<file path="config.mk">
export PLATFORM = sky130hd
export DESIGN_NAME = hcb_commutator
export DESIGN_NICKNAME = d
export VERILOG_FILES = /design/src/rtl/hcb_pkg.sv /design/src/rtl/hcb_deadtime.sv /design/src/rtl/hcb_commutator.sv
export SDC_FILE = /design/constraint.sdc
export NUM_CORES = 1
export LEC_CHECK = 0
export BUFFER_PORTS_ARGS = -buffer_cell sky130_fd_sc_hd__buf_2
export CORE_ASPECT_RATIO = 0.6
export CORE_UTILIZATION = 40
export CTS_CLUSTER_DIAMETER = 120
export DETAILED_ROUTE_END_ITERATION = 16
export SYNTH_ARGS = -nofsm -noshare
export SYNTH_HDL_FRONTEND = slang
export SYNTH_SLANG_ARGS = --single-unit
</file>
<file path="constraint.sdc">
create_clock -name ref_clk -period 5.2 [get_ports ref_clk]
set_clock_uncertainty 0.15 [all_clocks]
set_input_delay 0.26 -clock ref_clk [delete_from_list [all_inputs] [get_ports ref_clk]]
set_output_delay 0.26 -clock ref_clk [all_outputs]
set_load 0.01 [all_outputs]
</file>
<file path="src/rtl/hcb_pkg.sv">
package hcb_pkg;

   // ***********************************************
   // clock and dead-time figures
   // ***********************************************
   localparam int unsigned CLK_PERIOD_NS = 20;
   localparam int unsigned MIN_DT_NS     = 100;
   // least time, so round up to whole cycles
   localparam logic [7:0]  MIN_DT_CYC    =
      8'((MIN_DT_NS + CLK_PERIOD_NS - 1) / CLK_PERIOD_NS);

   // ***********************************************
   // register map (word aligned byte offsets)
   // ***********************************************
   localparam logic [7:0] REG_CTRL     = 8'h00;
   localparam logic [7:0] REG_DEADTIME = 8'h04;
   localparam logic [7:0] REG_SLEW     = 8'h08;
   localparam logic [7:0] REG_STATUS   = 8'h0c;

   // control field positions
   localparam int unsigned CTRL_FW     = 0;
   localparam int unsigned CTRL_BRK_LO = 1;
   localparam int unsigned CTRL_OCP_EN = 3;
   localparam int unsigned CTRL_WDT_EN = 4;

   // values after reset
   localparam logic       RST_FW_ACTIVE = 1'b1;
   localparam logic [7:0] RST_DEADTIME_RISING   = 8'h0a;
   localparam logic [7:0] RST_DEADTIME_FALLING   = 8'h0a;
   localparam logic [7:0] RST_SLEW      = 8'h00;

   // ***********************************************
   // sequencer constants
   // ***********************************************
   localparam logic [2:0] HALL_ALL_LO   = 3'h0;
   localparam logic [2:0] HALL_ALL_HI   = 3'h7;
   localparam logic [2:0] STEPS_LAST    = 3'h5;
   localparam logic [3:0] STEPS_PER_HALF = 4'h6;

   typedef enum logic [1:0] {
      HCB_BRK_LOW  = 2'h0,
      HCB_BRK_HIGH = 2'h1,
      HCB_BRK_ALT  = 2'h2,
      HCB_BRK_HIZ  = 2'h3
   } hcb_brake_mode_t;

   typedef enum logic [1:0] {
      HCB_HALF_LS_ON = 2'b01,
      HCB_HALF_HS_ON = 2'b10
   } hcb_half_t;

endpackage

</file>
<file path="src/rtl/hcb_deadtime.sv">
`timescale 1ns/1ps
`default_nettype none

module hcb_deadtime
   import hcb_pkg::*;
(
   // clock and reset
   input  wire logic       ref_clk,
   input  wire logic       rst_n,
   // requested gate levels
   input  wire logic       h_req,
   input  wire logic       l_req,
   // programmed dead times in cycles
   input  wire logic [7:0] deadtime_rising,
   input  wire logic [7:0] deadtime_falling,
   // gate drive
   output logic            high_gate,
   output logic            low_gate
);
   import hcb_pkg::*;

   typedef struct packed {
      logic       h;
      logic       l;
      logic [7:0] cnt;
   } hcb_dt_st_t;

   hcb_dt_st_t st_r;
   hcb_dt_st_t st_nxt;
   logic [7:0] eff_rise;
   logic [7:0] eff_fall;

   // the floor wins over a short programmed value
   assign eff_rise = (deadtime_rising < MIN_DT_CYC) ? MIN_DT_CYC : deadtime_rising;
   assign eff_fall = (deadtime_falling < MIN_DT_CYC) ? MIN_DT_CYC : deadtime_falling;

   // turn-off is immediate, turn-on waits for both gates off long enough
   always_comb
   begin
      st_nxt   = st_r;
      st_nxt.h = h_req & ~l_req & (st_r.h | (~st_r.l & (st_r.cnt >= eff_rise)));
      st_nxt.l = l_req & ~h_req & (st_r.l | (~st_r.h & (st_r.cnt >= eff_fall)));
      if (st_r.h | st_r.l)
         st_nxt.cnt = 8'h00;
      else if (st_r.cnt != 8'hff)
         st_nxt.cnt = st_r.cnt + 8'h01;
   end

   always_ff @(posedge ref_clk or negedge rst_n)
   begin
      if (!rst_n)
         st_r <= '0;
      else
         st_r <= st_nxt;
   end

   assign high_gate = st_r.h;
   assign low_gate  = st_r.l;

   chk_no_overlap: assert property (@(posedge ref_clk) disable iff (!rst_n)
      !(st_r.h && st_r.l)) else $error("both gates of a phase on");

   chk_min_dead: assert property (@(posedge ref_clk) disable iff (!rst_n)
      $fell(st_r.l) |-> !st_r.h [*5]) else $error("high gate on inside minimum dead time");

   chk_rise_wait: assert property (@(posedge ref_clk) disable iff (!rst_n)
      $rose(st_r.h) |-> ($past(st_r.cnt) >= $past(eff_rise)))
      else $error("high gate on before rising dead time");

endmodule
`default_nettype wire

</file>
<file path="src/rtl/hcb_commutator.sv">
// Decided for this implementation: the placing of the registers and the Wishbone register port.
`timescale 1ns/1ps
`default_nettype none

// Functional notes
// - alternate rotations: high-side modulation with low on, then low-side with high on.
// - twelve states, six per half, wrapping from last back to first.
// - freewheel select picks active or diode; diode holds complement outputs low.
// - dir 1, low side on: commutation table from Hall code.
// - dir 1, high side on: commutation table from Hall code.
// - dir 0, low side on: commutation table from Hall code.
// - dir 0, high side on: commutation table from Hall code.
// - Hall code 000 or 111 without brake drives all gates low.
// - brake pin low overrides commutation with the braking pattern.
// - overcurrent and watchdog faults start braking, each individually enabled.
// - low-side braking: all low gates on, all high gates off.
// - high-side braking: all high gates on, all low gates off.
// - alternating braking toggles side at each new braking event.
// - non-power braking turns all six gates off.
// - braking fields may be rewritten while running.
// - braking first turns conflicting gates off, waits dead time, then on.
// - dead time between high and low gate of each phase always.
// - rising dead time before rising node, falling before falling node.
// - a fixed minimum dead time is always enforced.
// - slew setting changes apply only at a PWM switching edge.
// - direction input selects direction 1 or direction 0 table.
// - the PWM input sets every modulated gate; with active freewheel the complement is its inverse.
// - the three Hall inputs form the code that selects the pattern.
module hcb_commutator
(
   // clock and reset
   input  wire logic        ref_clk,
   input  wire logic        rst_n,
   // wishbone slave
   input  wire logic        wb_cyc_i,
   input  wire logic        wb_stb_i,
   input  wire logic        wb_we_i,
   input  wire logic [7:0]  wb_adr_i,
   input  wire logic [3:0]  wb_sel_i,
   input  wire logic [31:0] wb_dat_i,
   output logic [31:0]      wb_dat_o,
   output logic             wb_ack_o,
   // controller inputs
   input  wire logic        pwm_in,
   input  wire logic        direction_in,
   input  wire logic        brake_request_n,
   // hall sensors
   input  wire logic        hall_a_in,
   input  wire logic        hall_b_in,
   input  wire logic        hall_c_in,
   // fault sources
   input  wire logic        overcurrent_fault,
   input  wire logic        watchdog_fault,
   // gate drive
   output logic             high_gate_a,
   output logic             low_gate_a,
   output logic             high_gate_b,
   output logic             low_gate_b,
   output logic             high_gate_c,
   output logic             low_gate_c,
   // slew setting to the driver stage
   output logic [7:0]       slew_code
);
   import hcb_pkg::*;

   // ***********************************************
   // state
   // ***********************************************
   typedef struct packed {
      logic [2:0]      hall_s1;
      logic [2:0]      hall_s2;
      logic            brk_s1;
      logic            brk_s2;
      logic [2:0]      hall_last;
      hcb_half_t       half;
      logic [2:0]      trans_cnt;
      logic            brk_prev;
      logic            side_high;
      logic            pwm_prev;
      logic            fw_active;
      hcb_brake_mode_t brk_mode;
      logic            ocp_en;
      logic            wdt_en;
      logic [7:0]      deadtime_rising;
      logic [7:0]      deadtime_falling;
      logic [7:0]      slew_req;
      logic [7:0]      slew_app;
      logic            ack;
      logic [31:0]     dat;
   } hcb_st_t;

   hcb_st_t    st_r;
   hcb_st_t    st_nxt;
   logic       code_ok;
   logic       trans;
   logic       brk_act;
   logic       brk_evt;
   logic       side_now;
   logic [2:0] pos;
   logic [2:0] mod_ph;
   logic [2:0] on_ph;
   logic [2:0] h_req;
   logic [2:0] l_req;
   logic [2:0] h_gate;
   logic [2:0] l_gate;
   logic [3:0] state_idx;
   logic       wb_req;
   logic [31:0] rd_word;
   logic [31:0] ctrl_word;
   logic [31:0] dt_word;

   // ***********************************************
   // helpers
   // ***********************************************

   // position in one rotation of the direction-1 sequence
   function automatic logic [2:0] hall_pos(input logic [2:0] code);
      logic [2:0] p;
      p = 3'h0;
      case (code)
         3'b101: p = 3'h0;
         3'b100: p = 3'h1;
         3'b110: p = 3'h2;
         3'b010: p = 3'h3;
         3'b011: p = 3'h4;
         3'b001: p = 3'h5;
         default: p = 3'h0;
      endcase
      return p;
   endfunction

   // direction-1 table: modulated phase and fully-on phase, bit0 is phase a
   function automatic logic [5:0] dir1_phases(input logic [2:0] p);
      logic [5:0] r;
      r = 6'h00;
      case (p)
         3'h0: r = {3'b001, 3'b100};
         3'h1: r = {3'b010, 3'b100};
         3'h2: r = {3'b010, 3'b001};
         3'h3: r = {3'b100, 3'b001};
         3'h4: r = {3'b100, 3'b010};
         3'h5: r = {3'b001, 3'b010};
         default: r = 6'h00;
      endcase
      return r;
   endfunction

   // byte-lane merge for writes
   function automatic logic [31:0] lane_merge(input logic [31:0] old_w,
                                              input logic [31:0] new_w,
                                              input logic [3:0]  sel);
      logic [31:0] m;
      m = old_w;
      for (int i = 0; i < 4; i++)
      begin
         if (sel[i])
            m[8*i +: 8] = new_w[8*i +: 8];
      end
      return m;
   endfunction

   // ***********************************************
   // decode of inputs
   // ***********************************************

   // only the second stage is looked at, the first may be metastable
   assign code_ok = (st_r.hall_s2 != HALL_ALL_LO) && (st_r.hall_s2 != HALL_ALL_HI);
   assign trans   = code_ok && (st_r.hall_s2 != st_r.hall_last);
   assign brk_act = ~st_r.brk_s2
                  | (overcurrent_fault & st_r.ocp_en)
                  | (watchdog_fault & st_r.wdt_en);
   assign brk_evt = brk_act & ~st_r.brk_prev;
   assign pos     = hall_pos(st_r.hall_s2);

   // side while braking; fixed modes follow the field so a run-time rewrite
   // takes hold at once, alternate flips only at a new event
   always_comb
   begin
      side_now = st_r.side_high;
      if (brk_act)
      begin
         case (st_r.brk_mode)
            HCB_BRK_LOW:  side_now = 1'b0;
            HCB_BRK_HIGH: side_now = 1'b1;
            HCB_BRK_ALT:  side_now = brk_evt ? ~st_r.side_high : st_r.side_high;
            default:      side_now = st_r.side_high;
         endcase
      end
   end

   // direction 0 swaps the roles of the two phases
   always_comb
   begin
      if (direction_in)
         {mod_ph, on_ph} = dir1_phases(pos);
      else
         {on_ph, mod_ph} = dir1_phases(pos);
   end

   // ***********************************************
   // gate requests
   // ***********************************************

   // brake first, then invalid code, then the commutation halves;
   // diode freewheeling simply drops the complement term
   always_comb
   begin
      h_req = 3'b000;
      l_req = 3'b000;
      if (brk_act)
      begin
         case (st_r.brk_mode)
            HCB_BRK_HIZ: ;
            default:
            begin
               h_req = {3{side_now}};
               l_req = {3{~side_now}};
            end
         endcase
      end
      else if (!code_ok)
      begin
         h_req = 3'b000;
         l_req = 3'b000;
      end
      else
      begin
         case (st_r.half)
            HCB_HALF_LS_ON:
            begin
               h_req = mod_ph & {3{pwm_in}};
               l_req = on_ph | (mod_ph & {3{~pwm_in & st_r.fw_active}});
            end
            HCB_HALF_HS_ON:
            begin
               h_req = mod_ph | (on_ph & {3{~pwm_in & st_r.fw_active}});
               l_req = on_ph & {3{pwm_in}};
            end
            default:
            begin
               h_req = 3'b000;
               l_req = 3'b000;
            end
         endcase
      end
   end

   // ***********************************************
   // per-phase dead-time insertion
   // ***********************************************

   // a brake pattern that conflicts drops the old gate at once, then waits
   for (genvar ph = 0; ph < 3; ph++)
   begin : g_phase
      hcb_deadtime u_dt
      (
         .ref_clk   (ref_clk),
         .rst_n     (rst_n),
         .h_req     (h_req[ph]),
         .l_req     (l_req[ph]),
         .deadtime_rising   (st_r.deadtime_rising),
         .deadtime_falling   (st_r.deadtime_falling),
         .high_gate (h_gate[ph]),
         .low_gate  (l_gate[ph])
      );
   end

   assign high_gate_a = h_gate[0];
   assign low_gate_a  = l_gate[0];
   assign high_gate_b = h_gate[1];
   assign low_gate_b  = l_gate[1];
   assign high_gate_c = h_gate[2];
   assign low_gate_c  = l_gate[2];

   // ***********************************************
   // register bus
   // ***********************************************
   assign wb_req    = wb_cyc_i & wb_stb_i & ~st_r.ack;
   assign state_idx = (st_r.half == HCB_HALF_HS_ON) ? ({1'b0, pos} + STEPS_PER_HALF)
                                                    : {1'b0, pos};
   assign ctrl_word = {27'h0, st_r.wdt_en, st_r.ocp_en, st_r.brk_mode, st_r.fw_active};
   assign dt_word   = {16'h0, st_r.deadtime_falling, st_r.deadtime_rising};

   // unmapped words read as zero and ignore writes
   always_comb
   begin
      case (wb_adr_i)
         REG_CTRL:     rd_word = ctrl_word;
         REG_DEADTIME: rd_word = dt_word;
         REG_SLEW:     rd_word = {16'h0, st_r.slew_app, st_r.slew_req};
         REG_STATUS:   rd_word = {19'h0, st_r.trans_cnt, direction_in, st_r.side_high,
                                  brk_act, state_idx, st_r.hall_s2};
         default:      rd_word = 32'h0;
      endcase
   end

   // ***********************************************
   // next state
   // ***********************************************
   always_comb
   begin
      logic [31:0] w;
      w = 32'h0;
      st_nxt = st_r;
      // two-stage synchronisers; phase a is the top bit of the hall code
      st_nxt.hall_s1 = {hall_a_in, hall_b_in, hall_c_in};
      st_nxt.hall_s2 = st_r.hall_s1;
      st_nxt.brk_s1  = brake_request_n;
      st_nxt.brk_s2  = st_r.brk_s1;
      st_nxt.brk_prev = brk_act;
      st_nxt.side_high = side_now;
      st_nxt.pwm_prev  = pwm_in;
      // sixth valid transition completes a rotation and swaps halves
      if (trans)
      begin
         st_nxt.hall_last = st_r.hall_s2;
         if (st_r.trans_cnt == STEPS_LAST)
         begin
            st_nxt.trans_cnt = 3'h0;
            case (st_r.half)
               HCB_HALF_LS_ON: st_nxt.half = HCB_HALF_HS_ON;
               HCB_HALF_HS_ON: st_nxt.half = HCB_HALF_LS_ON;
               default:        st_nxt.half = HCB_HALF_LS_ON;
            endcase
         end
         else
            st_nxt.trans_cnt = st_r.trans_cnt + 3'h1;
      end
      // slew takes effect only on a pwm edge, never mid transition
      if (pwm_in != st_r.pwm_prev)
         st_nxt.slew_app = st_r.slew_req;
      // bus access, one wait-free cycle to ack
      st_nxt.ack = wb_req;
      st_nxt.dat = wb_req ? rd_word : 32'h0;
      if (wb_req && wb_we_i)
      begin
         case (wb_adr_i)
            REG_CTRL:
            begin
               w = lane_merge(ctrl_word, wb_dat_i, wb_sel_i);
               st_nxt.fw_active = w[CTRL_FW];
               st_nxt.brk_mode  = hcb_brake_mode_t'(w[CTRL_BRK_LO +: 2]);
               st_nxt.ocp_en    = w[CTRL_OCP_EN];
               st_nxt.wdt_en    = w[CTRL_WDT_EN];
            end
            REG_DEADTIME:
            begin
               w = lane_merge(dt_word, wb_dat_i, wb_sel_i);
               st_nxt.deadtime_rising = w[7:0];
               st_nxt.deadtime_falling = w[15:8];
            end
            REG_SLEW:
            begin
               if (wb_sel_i[0])
                  st_nxt.slew_req = wb_dat_i[7:0];
            end
            default: ;
         endcase
      end
   end

   // ***********************************************
   // state register
   // ***********************************************
   always_ff @(posedge ref_clk or negedge rst_n)
   begin
      if (!rst_n)
      begin
         st_r           <= '0;
         st_r.hall_s1   <= HALL_ALL_LO;
         st_r.brk_s1    <= 1'b1;
         st_r.brk_s2    <= 1'b1;
         st_r.half      <= HCB_HALF_LS_ON;
         st_r.fw_active <= RST_FW_ACTIVE;
         st_r.brk_mode  <= HCB_BRK_LOW;
         st_r.deadtime_rising   <= RST_DEADTIME_RISING;
         st_r.deadtime_falling   <= RST_DEADTIME_FALLING;
         st_r.slew_req  <= RST_SLEW;
         st_r.slew_app  <= RST_SLEW;
      end
      else
         st_r <= st_nxt;
   end

   assign wb_ack_o  = st_r.ack;
   assign wb_dat_o  = st_r.dat;
   assign slew_code = st_r.slew_app;

   // ***********************************************
   // checks
   // ***********************************************
   chk_invalid_off: assert property (@(posedge ref_clk) disable iff (!rst_n)
      (!brk_act && !code_ok) |-> (h_req == 3'b000 && l_req == 3'b000))
      else $error("invalid hall code drives a gate");

   chk_diode_hold: assert property (@(posedge ref_clk) disable iff (!rst_n)
      (!st_r.fw_active && !brk_act) |-> ($onehot0(l_req) && $onehot0(h_req)))
      else $error("diode freewheel drives a complement gate");

   chk_brake_low: assert property (@(posedge ref_clk) disable iff (!rst_n)
      (brk_act && st_r.brk_mode == HCB_BRK_LOW) |-> (l_req == 3'b111 && h_req == 3'b000))
      else $error("low-side brake pattern wrong");

   chk_brake_hiz: assert property (@(posedge ref_clk) disable iff (!rst_n)
      (brk_act && st_r.brk_mode == HCB_BRK_HIZ) |-> ##1 (h_gate == 3'b000 && l_gate == 3'b000))
      else $error("non-power brake left a gate on");

   chk_alt_toggle: assert property (@(posedge ref_clk) disable iff (!rst_n)
      (brk_evt && st_r.brk_mode == HCB_BRK_ALT) |=> (st_r.side_high != $past(st_r.side_high)))
      else $error("alternate brake did not change side");

   chk_half_swap: assert property (@(posedge ref_clk) disable iff (!rst_n)
      (trans && st_r.trans_cnt == STEPS_LAST) |=> (st_r.half != $past(st_r.half)))
      else $error("halves not swapped after six transitions");

   chk_slew_sync: assert property (@(posedge ref_clk) disable iff (!rst_n)
      $changed(st_r.slew_app) |-> ($past(pwm_in) != $past(st_r.pwm_prev)))
      else $error("slew changed away from a pwm edge");

   chk_wb_ack: assert property (@(posedge ref_clk) disable iff (!rst_n)
      (wb_cyc_i && wb_stb_i && !st_r.ack) |=> st_r.ack ##1 !st_r.ack)
      else $error("bus ack not one cycle");

endmodule
`default_nettype wire

</file>
==> results.md, run 1 <==
* Endpoints failing setup at 0
* Sequential-to-total area share from yosys stat at 0.416
* Num CTS Buffers at 9
* Worst Tran Pin Value at between 1 and 1.5 ns
* Hold Path End: dt_word[15]$_DFFE_PN0P_
* CP max stage delay at approximately 0.5 ns
* Status: finished, final reports clean
* Share of the synthesized area in the top cell type at 0.383
* Worst reg2reg path depth at 8
* RePlAce Congestion at 0.862
* Cells after Synth at 584
* Unrepaired setup endpoints after global routing: no
* Die height at 98.6 µm
* Max FO, Critical Path at 4
* Most numerous cell in the Yosys netlist: dfrtp_1
* Clock buffer depth at 2
* Drt total wl at 14,800 µm
* Crit path time final at 2.89 ns
* FFs w/ async S/R, synth at 1.00
* Synth warnings at 0
* Synth Area in Adders at 0.107
* Total GRT Usage at 0.191
* Top Family by Delay on Critical Path: compound AO/OA/AOI/OAI gates
* Placed Cells at 811
* Flop pwr share at 0.425
* First-pass GRT wire length at 23,500 µm
* Clock Sinks at approximately 100
* Top cells by area, synth: dfrtp_1 38%, ha_1 11%, mux2_2 6.5%
* Die width at 163 µm
* Post-route setup TNS at 0 ns
* Wirelength per Cell at around 18 µm
* Syn_area_per_cell at 10.6 µm²
* Worst reg2reg setup slack at 2.31 ns
* Clock root buffer: clkbuf_16
* Sw frac at 0.354
* TritonCTS clock tree: built
* Largest family of logic cells by synthesized area: simple AND/OR/NAND/NOR gates
* Fillers at approximately 1,400
* Required @ worst endpoint at roughly 5.3 ns
* I/O Pins at between 100 and 150
* Row count at 34
* Initial DRC count at between 300 and 400
* Cell accounting for the most synthesized area: dfrtp_1
* Largest net degree at the start of global routing at 55
* Worst flop-to-flop path startpoint: dt_word[4]$_DFFE_PN0P_
* WP buf/inv at 1
* Nets at 746
* P_int at 0.00158 W
* Starting Density at 0.419
* Commonest cells in the netlist: 95 x dfrtp_1, 63 x nor2_1, 53 x ha_1
* Post-CTS sizing at 0
* Final period utilization at 0.556
* Vias in the first global route at about 4,300
* Layout cells sized above 1 at 0.245
* Top FF cell, synth: dfrtp_1
* Element type at the critical path end: register
* Clock transition at path regs at 0.08 ns
* Number of buffers added on ports at approximately 70
* CP arrival at between 2 and 3 ns
* Drt pass-1 iters at 4
* Core Box Area at around 0.015 mm²
* Slew HR at 0.296
* Slew Limit Fails at 0
* Vias per cell at 5.36
* Vias at 4,499
* Die area at 0.0161 mm²
* Dpl hpwl at approximately 11,000 µm
* Hold path startpoint: wb_dat_i[15]
* Post-synth EDFFs at 0
* Power share of the combinational group at 0.292
* Power Density at ~350 mW/mm²
* CP Class: reg2reg
* Netlist Area Pre-Place at slightly above 0.006 mm²
* H-Tree Depth at 3
* R2r endpoint: g_phase[1].u_dt.high_gate$_DFF_PN0_
* Simple-gate share of the synthesized area at 0.139
* Slowest-stage cell, CP: o31ai_1
* Clk_lat worst skew at 0.35 ns
* P_sw at 0.000867 W
* Diodes inserted at 0
* HP Class: in2reg
* Synth Area in Compound Gates at 0.127
* GRT Residual Overflow at 0
* Non-filler cells, final at 839
* Clock Power Share at 0.283
* Final Hold Fails at 0
* Hold depth at 2
* Routed Antenna Nets at 0
* Peak supply drop at 0.000183 V
* Critical Path, Cell by Cell: inv_1 > nand4_1 > o31ai_1 > ha_1 > a2111oi_0 > o31ai_1 > a21oi_1 > and3b_1
* Mux contribution to synthesized area at 0.111
* Initial antenna violation count at 0
* Max Clock Freq at between 0.3 and 0.4 GHz
* Max Cap Viol at 0
* Unique masters post-synth at 68
* Layout area overhead at 11.5%
* Startpoint Class: register
* Leakage power at approximately 3.4 nW
* Most used cell, CP: o31ai_1
* DRC at 0
* Post-synthesis xor/xnor area fraction at 0.0254
* Register bit total from synthesis at 103
[placed cells by master (no fill, tap or decap), types with 9 or more instances in the layout]
cell type / count
xnor2_1: 10
inv_1: 23
conb_1: 16
clkbuf_16: 9
ha_1: 53
a21oi_1: 21
o21ai_0: 16
nor2_1: 63
nand2_1: 18
dlygate4sd3_1: 12
nand3_1: 13
dfrtp_1: 95
mux2_2: 36
nand2b_1: 10
a21o_1: 10
a22oi_1: 13
buf_2: 68
[through the flow]
stage               cell area, µm²   util  total power [W]  worst slack, ns  hold slack [ns]
finish                        6930  0.467          0.00245             2.31          0.00986
global route                  6930  0.467          0.00262             2.11          0.00372
CTS                           6930  0.467          0.00246             2.30          0.00330
detailed placement            6500  0.438          0.00175             2.34            0.187
global placement              6500  0.438          0.00172             2.43            0.181
floorplan                     6270      -          0.00155             2.89           -0.186
[power by group through the flow]
stage	Sequential, W	Clock, W	Combinational, W
final	0.00104	0.000691	0.000715
after global placement	0.00104	0	0.000673
after floorplan	0.00101	0	0.000537
after detailed placement	0.00105	0	0.000696
after CTS	0.00104	0.000713	0.000710
after global routing	0.00106	0.000746	0.000815
[how the worst max path moves through the flow]
| stage | from | to | slack [ns] | cells past startpoint |
|---|---|---|---|---|
| global placement | dt_word[12]$_DFFE_PN0P_ | g_phase[1].u_dt.low_gate$_DFF_PN0_ | 2.43 | 8 |
| finish | dt_word[4]$_DFFE_PN0P_ | g_phase[1].u_dt.high_gate$_DFF_PN0_ | 2.31 | 8 |
| global route | dt_word[4]$_DFFE_PN0P_ | g_phase[1].u_dt.high_gate$_DFF_PN0_ | 2.11 | 8 |
| CTS | dt_word[4]$_DFFE_PN0P_ | g_phase[1].u_dt.high_gate$_DFF_PN0_ | 2.30 | 8 |
| floorplan | dt_word[3]$_DFFE_PN1P_ | g_phase[1].u_dt.high_gate$_DFF_PN0_ | 2.89 | 10 |
| detailed placement | dt_word[4]$_DFFE_PN0P_ | g_phase[1].u_dt.high_gate$_DFF_PN0_ | 2.34 | 8 |
[per-layer routing]
metal  track usage  wire, µm  part of all wire  up-vias
met5             0         0                 0        -
met4        0.0273        83            0.0056        0
met3        0.0387       632             0.043       10
met2         0.270      5890              0.40      124
met1         0.301      8210              0.55     2189
li1              -         -                 -     2176
[repair_timing]
| item | in CTS | in global routing |
|---|---|---|
| hold buffers | 12 | 0 |
| setup buffers | 0 | 0 |
| endpoints found under the hold margin | 59 | 0 |
[sequential cells by signal (all words and copies together), names as in the netlist]
signal / count
ctrl_word: 5
st_r: 23
g_phase.u_dt.st_r: 24
wb_dat_o: 16
g_phase.u_dt.low_gate: 3
wb_ack_o: 1
g_phase.u_dt.high_gate: 3
dt_word: 16
slew_code: 8
st_nxt: 4
[layout make-up]
| type | instances | area, µm² | share of cell area |
|---|---|---|---|
| Clock buffer | 9 | 225 | 0.0325 |
| Multi-Input combinational cell | 416 | 3220 | 0.464 |
| Inverter | 24 | 90.1 | 0.0130 |
| Clock inverter | 7 | 86.3 | 0.0125 |
| Tap cell | 198 | 248 | 0.0357 |
| Sequential cell | 103 | 2590 | 0.373 |
| Timing Repair Buffer | 82 | 475 | 0.0686 |
[kinds of logic (layout without fill, tap and decap cells)]
group	after synthesis	after routing
and+or+nand+nor	162	162
AOI/OAI and AO/OA	113	113
DFF	103	103
buffers and inverters	80	122
muxes	54	54
adders and majority gates	53	53
xor gates and xnor gates	18	18
other	1	16
Note: power is estimated with default switching activity, not from simulation.
==> inputs of run 2 (changes only) <==
--- a/config.mk
+++ b/config.mk
@@ -5,6 +5,7 @@
 export SDC_FILE = /design/constraint.sdc
 export NUM_CORES = 1
 export LEC_CHECK = 0
+export ABC_AREA = 1
 export BUFFER_PORTS_ARGS = -buffer_cell sky130_fd_sc_hd__buf_2
 export CORE_ASPECT_RATIO = 0.6
 export CORE_UTILIZATION = 40
==> constraint.sdc (replaced) <==
create_clock -name ref_clk -period 2.62 [get_ports ref_clk]
set_clock_uncertainty 0.15 [all_clocks]
set_input_delay 0.131 -clock ref_clk [delete_from_list [all_inputs] [get_ports ref_clk]]
set_output_delay 0.131 -clock ref_clk [all_outputs]
set_load 0.01 [all_outputs]
==> results.md, run 2 <==
* Status: finished, final reports clean
* Crit path time final at roughly 2.4 ns
* Clk_lat worst skew at 0.36 ns
* FFs w/ async S/R, synth at 1.00
* Unique masters post-synth at 42
* Place WS at 0.269 ns
* Vias at 5,353
* Die width at roughly 160 µm
* Peak supply drop at 0.000321 V
* CP arrival at 2.49 ns
* I/O Pins at approximately 100
* Clock buffer depth at 2
* Diodes inserted at 0
* Syn_area_per_cell at 7.98 µm²
* Initial antenna violation count at 0
* Power Density at roughly 700 mW/mm²
* Max FO, Critical Path at 16
* Startpoint Class: input port
* Worst Tran Pin Value at 0.592 ns
* Num CTS Buffers at 9
* Required @ worst endpoint at 2.69 ns
* Slew Limit Fails at 0
* HP Class: in2reg
* Dpl hpwl at 12,400 µm
* Fin worst setup slack at 0.202 ns
* GRT Residual Overflow at 0
* Total GRT Usage at 0.205
* Clock transition at path regs at about 0.080 ns
* Placed Cells at 1,039
* Layout cells sized above 1 at 0.142
* Non-filler cells, final at 1,079
* Number of buffers added on ports at a little under 70
* Hold Slack at 0.0249 ns
* Final period utilization at 0.923
* Wirelength per Cell at 14.9 µm
* Post-CTS setup repair buffer count at 0
* Unrepaired setup endpoints after global routing: no
* R2r endpoint: g_phase[2].u_dt.low_gate$_DFF_PN0_
* Commonest non-fill, non-tap cells in the layout: 199 x nand2_1, 107 x inv_1, 95 x dfrtp_1
* Cell accounting for the most synthesized area: dfrtp_1
* Starting Density at 0.410
* Hold path startpoint: wb_adr_i[2]
* Hold Path End: wb_dat_o[3]$_DFF_PN0_
* Max Clock Freq at 0.414 GHz
* CP Class: in2reg
* Largest registers: g_phase.u_dt.st_r: 24 flops, st_r: 23 flops
* Commonest cells in the netlist: 199 x nand2_1, 107 x inv_1, 95 x dfrtp_1
* Fillers at between 1,500 and 2,000
* Worst reg2reg setup slack at around 0.20 ns
* Final Hold Fails at 0
* TritonCTS clock tree: built
* Die area at ~0.016 mm²
* RePlAce Congestion at 0.892
* Clock root buffer: clkbuf_16
* First-pass GRT wire length at 25,200 µm
* Top cells by area, synth: dfrtp_1 38%, nand2_1 12%, ha_1 11%
* Most numerous cell in the Yosys netlist: nand2_1
* Vias per cell at 4.96
* Die height at 99.2 µm
* Initial DRC count at 448
* Largest net degree at the start of global routing at 45
* Endpoints failing setup at 0
* Core Box Area at 0.0154 mm²
* Clock Sinks at 103
* Post-route cell area at between 0.007 and 0.008 mm²
* Element type at the critical path end: register
* Share of the synthesized area in the top cell type at 0.377
* Drt total wl at ~16,000 µm
* Worst reg2reg path depth at 12
* Drt pass-1 iters at 5
* Area of the multi-input gates at roughly 0.0030 mm²
* Top FF cell, synth: dfrtp_1
* Most common cell after layout, fill and taps aside: nand2_1
* Register Area at 0.00259 mm²
* Post-synth EDFFs at 0
* Max Cap Viol at 0
* Synth warnings at 0
* DRC at 0
* Hold depth at 4
* Max reg flops at 24
* Largest Register: g_phase.u_dt.st_r
* Register bit total from synthesis at 103
* Routed Antenna Nets at 0
* Sequential-to-total area share from yosys stat at 0.411
* Slew HR at 0.606
* Worst flop-to-flop path startpoint: dt_word[12]$_DFFE_PN0P_
* Placed Area at 0.00669 mm²
* H-Tree Depth at 3
* Cells after Synth at 790
* Row count at 35
* Vias in the first global route at 4,658
* Post-route setup TNS at 0 ns
* Critical Path Source: wb_stb_i
* Leakage power at ~3.8 nW
* Layout area overhead at 15.1%
* Netlist Area Pre-Place at about 0.0063 mm²
* Nets at slightly below 1,000
run 2: changes by cell type after synthesis, moves of 10 or more:
cell,change
a21o_1,-10
a21oi_1,+32
a22oi_1,-12
inv_1,+84
mux2_2,-31
nand2_1,+181
nand2b_1,-10
nand3_1,+30
nor2_1,-12
o21ai_0,+36
run 2: worst max-delay path by stage:
stage / to / depth (start not counted)
finish: st_r[41]$_DFFE_PN0P_ / 9
global route: st_r[43]$_DFFE_PN0P_ / 9
CTS: st_r[41]$_DFFE_PN0P_ / 9
detailed placement: g_phase[2].u_dt.low_gate$_DFF_PN0_ / 12
global placement: g_phase[2].u_dt.low_gate$_DFF_PN0_ / 12
floorplan: g_phase[2].u_dt.low_gate$_DFF_PN0_ / 12
run 2: timing repair:
item,4_1_cts,5_1_grt
endpoints found under the hold margin,73,0
hold buffers,24,0
endpoints found under the setup margin,0,8
resized for setup,0,1
run 2: metrics by stage:
stage | total power, W | utilization
floorplan | 0.00319 | -
global placement | 0.00359 | 0.435
detailed placement | 0.00361 | 0.435
CTS | 0.00506 | 0.472
global route | 0.00542 | 0.472
finish | 0.00503 | 0.472
run 2: cell families after synthesis:
kind of cell,synth area share
other cells,0.000595
mux,0.00894
buf+inv,0.122
flops,0.411
xor+xnor,0.00695
compound gates,0.127
fa+ha+maj,0.105
simple gates,0.219
run 2: final cells by class:
type,count,share of cell area
Timing Repair Buffer,104,0.0942
Tap cell,203,0.0350
Clock buffer,9,0.0311
Sequential cell,103,0.357
Clock inverter,7,0.0123
Inverter,108,0.0559
Multi-Input combinational cell,545,0.415
run 2: power by group:
part | leakage (nW) | switching [W] | internal (W)
Sequential | 1.32 | 0.000284 | 0.00181
Combinational | 2.32 | 0.000901 | 0.000630
Clock | 0.152 | 0.000717 | 0.000688
Total | 3.80 | 0.00190 | 0.00313
run 2: layer usage:
| layer | vias to the layer above | routed length, µm | track usage |
|---|---|---|---|
| li1 | 2698 | - | - |
| met1 | 2478 | 8930 | 0.345 |
| met2 | 168 | 5900 | 0.264 |
| met3 | 9 | 1100 | 0.0371 |
| met4 | 0 | 105 | 0.0363 |
| met5 | - | 0 | 0 |
run 2: critical path, stage by stage:
cell and delay [ns]:
dlygate4sd3_1 0.52, buf_2 0.09, nand2_1 0.04, dlygate4sd3_1 0.56, nor2_2 0.25, and3_1 0.31, nand2_1 0.33, nand2_1 0.15
o21ai_0 0.10
==> inputs of run 3 (changes only) <==
--- a/config.mk
+++ b/config.mk
@@ -8,9 +8,10 @@
 export ABC_AREA = 1
 export BUFFER_PORTS_ARGS = -buffer_cell sky130_fd_sc_hd__buf_2
 export CORE_ASPECT_RATIO = 0.6
-export CORE_UTILIZATION = 40
+export CORE_UTILIZATION = 45
 export CTS_CLUSTER_DIAMETER = 120
 export DETAILED_ROUTE_END_ITERATION = 16
+export PLACE_DENSITY = 0.69
 export SYNTH_ARGS = -nofsm -noshare
 export SYNTH_HDL_FRONTEND = slang
 export SYNTH_SLANG_ARGS = --single-unit
==> results.md, run 3 (synthesized netlist as in run 2, its figures left out) <==
* Status: finished, final reports clean
* DR top layer: met4
* Die height at 93.7 µm
* DRC at 0
* Die width at approximately 150 µm
* Clock Sinks at just over 100
* Vias in the first global route at 4,656
* Worst Tran Pin Value at 0.662 ns
* Clock Power Share at 0.276
* Worst reg2reg setup slack at 0.30 ns
* Core Box Area at around 0.014 mm²
* Post-route setup TNS at 0 ns
* Worst reg2reg path depth at 12
* Max Cap Viol at 0
* Largest Register: g_phase.u_dt.st_r
* Layout area overhead at 14.6%
* Unrepaired setup endpoints after global routing: no
* Fillers at roughly 1,300
* Sw frac at 0.376
* Slew Limit Fails at 0
* Critical Path Source: wb_stb_i
* Max reg flops at 24
* Commonest non-fill, non-tap cells in the layout: 199 x nand2_1, 107 x inv_1, 95 x dfrtp_1
* H-Tree Depth at 3
* Worst flop-to-flop path startpoint: dt_word[12]$_DFFE_PN0P_
* Hold Slack at 0.00982 ns
* Most common cell after layout, fill and taps aside: nand2_1
* Drt total wl at around 15,000 µm
* Routed Antenna Nets at 0
* Max FO, Critical Path at 16
* Clock transition at path regs at 0.08 ns
* RePlAce Congestion at 0.840
* Dpl hpwl at 12,000 µm
* Startpoint Class: input port
* Hold path startpoint: wb_dat_i[3]
* Leakage power at 3.79 nW
* Initial antenna violation count at 0
* Power Density at 695 mW/mm²
* TritonCTS clock tree: built
* Met3 Routed Length at around 1100 µm
* Largest registers: g_phase.u_dt.st_r: 24 flops, st_r: 23 flops
* First-pass GRT wire length at 24,700 µm
* Placed Cells at between 1,000 and 1,500
* Clock root buffer: clkbuf_16
* Core Util, Final at 0.528
* GRT Residual Overflow at 0
* Max Clock Freq at approximately 0.41 GHz
* Total GRT Usage at 0.226
* Number of buffers added on ports at 69
* Non-filler cells, final at 1,066
* Num CTS Buffers at 9
* Met2 WL at 5930 µm
* Element type at the critical path end: register
* Layout cells sized above 1 at 0.142
* P_int at 0.00313 W
* Vias at approximately 5,300
* Nets at 979
* CP arrival at roughly 2.5 ns
* Clock buffer depth at 2
* Flop pwr share at 0.421
* Row count at 33
* Die area at 0.0145 mm²
* Power share of the combinational group at 0.304
* Met1 wire length at 8320 µm
* Starting Density at 0.461
* Clk_lat worst skew at about 0.36 ns
* Diodes inserted at 0
* CP Class: in2reg
* Hold Path End: ctrl_word[3]$_DFFE_PN0P_
* Final period utilization at 0.923
* Vias per cell at 4.97
* Slew HR at 0.559
* R2r endpoint: g_phase[2].u_dt.low_gate$_DFF_PN0_
* Crit path time final at 2.42 ns
* Peak supply drop at 0.000453 V
* HP Class: in2reg
* Post-CTS setup repair buffer count at 0
* I/O Pins at 104
* Hold depth at 3
* Final Hold Fails at 0
* Initial DRC count at approximately 510
* Endpoints failing setup at 0
* P_sw at 0.00189 W
* Required @ worst endpoint at 2.69 ns
* Largest net degree at the start of global routing at 50
* Wirelength per Cell at 14.5 µm
* Drt pass-1 iters at 5
[run 3: cell type report]
class / count / area [µm²] / share of cell area
flip-flops and latches: 103 / 2590 / 0.358
clock inverters: 7 / 86.3 / 0.0120
clock buffers: 9 / 225 / 0.0312
repair buffers: 102 / 666 / 0.0922
multi-input cells: 545 / 3010 / 0.417
well taps: 192 / 240 / 0.0333
inverters: 108 / 405 / 0.0561
[run 3: worst max path at each step]
stage | end | depth (start not counted)
after floorplan | g_phase[2].u_dt.low_gate$_DFF_PN0_ | 12
after global placement | g_phase[2].u_dt.low_gate$_DFF_PN0_ | 12
after detailed placement | g_phase[2].u_dt.low_gate$_DFF_PN0_ | 12
after CTS | st_r[45]$_DFFE_PN0P_ | 9
after global routing | st_r[48]$_DFFE_PN0P_ | 8
final | st_r[45]$_DFFE_PN0P_ | 9
[run 3: critical path, cell delays in order]
cell and delay [ns]:
dlygate4sd3_1 0.52, buf_2 0.09, nand2_1 0.03, dlygate4sd3_1 0.56
nor2_2 0.26, and3_1 0.33, nand2_1 0.32, nand2_1 0.14
o21ai_0 0.10
[run 3: power groups by stage]
| stage | clock network, W | logic (W) | registers, W |
|---|---|---|---|
| CTS | 0.00141 | 0.00152 | 0.00210 |
| finish | 0.00138 | 0.00152 | 0.00211 |
| global placement | 0 | 0.00144 | 0.00213 |
| global route | 0.00148 | 0.00179 | 0.00215 |
| floorplan | 0 | 0.00115 | 0.00203 |
| detailed placement | 0 | 0.00149 | 0.00213 |
[run 3: per-stage QoR]
stage | total power [W] | setup slack (ns) | cell area [µm²]
2_1_floorplan | 0.00319 | 0.653 | 6360
3_3_place_gp | 0.00357 | 0.381 | 6670
3_5_place_dp | 0.00362 | 0.274 | 6670
4_1_cts | 0.00503 | 0.0634 | 7210
5_1_grt | 0.00542 | 0.0413 | 7220
6_report | 0.00502 | 0.201 | 7220
[run 3: routing by layer]
| layer | track usage | vias to the layer above |
|---|---|---|
| li1 | - | 2688 |
| met1 | 0.366 | 2434 |
| met2 | 0.300 | 163 |
| met3 | 0.0466 | 11 |
| met4 | 0.0429 | 0 |
| met5 | 0 | - |
[run 3: timing repair]
action                                  in CTS  in global routing
endpoints found under the setup margin       0                  9
gates resized for setup                      0                  2
hold endpoints to repair                    75                  0
hold buffers                                23                  0
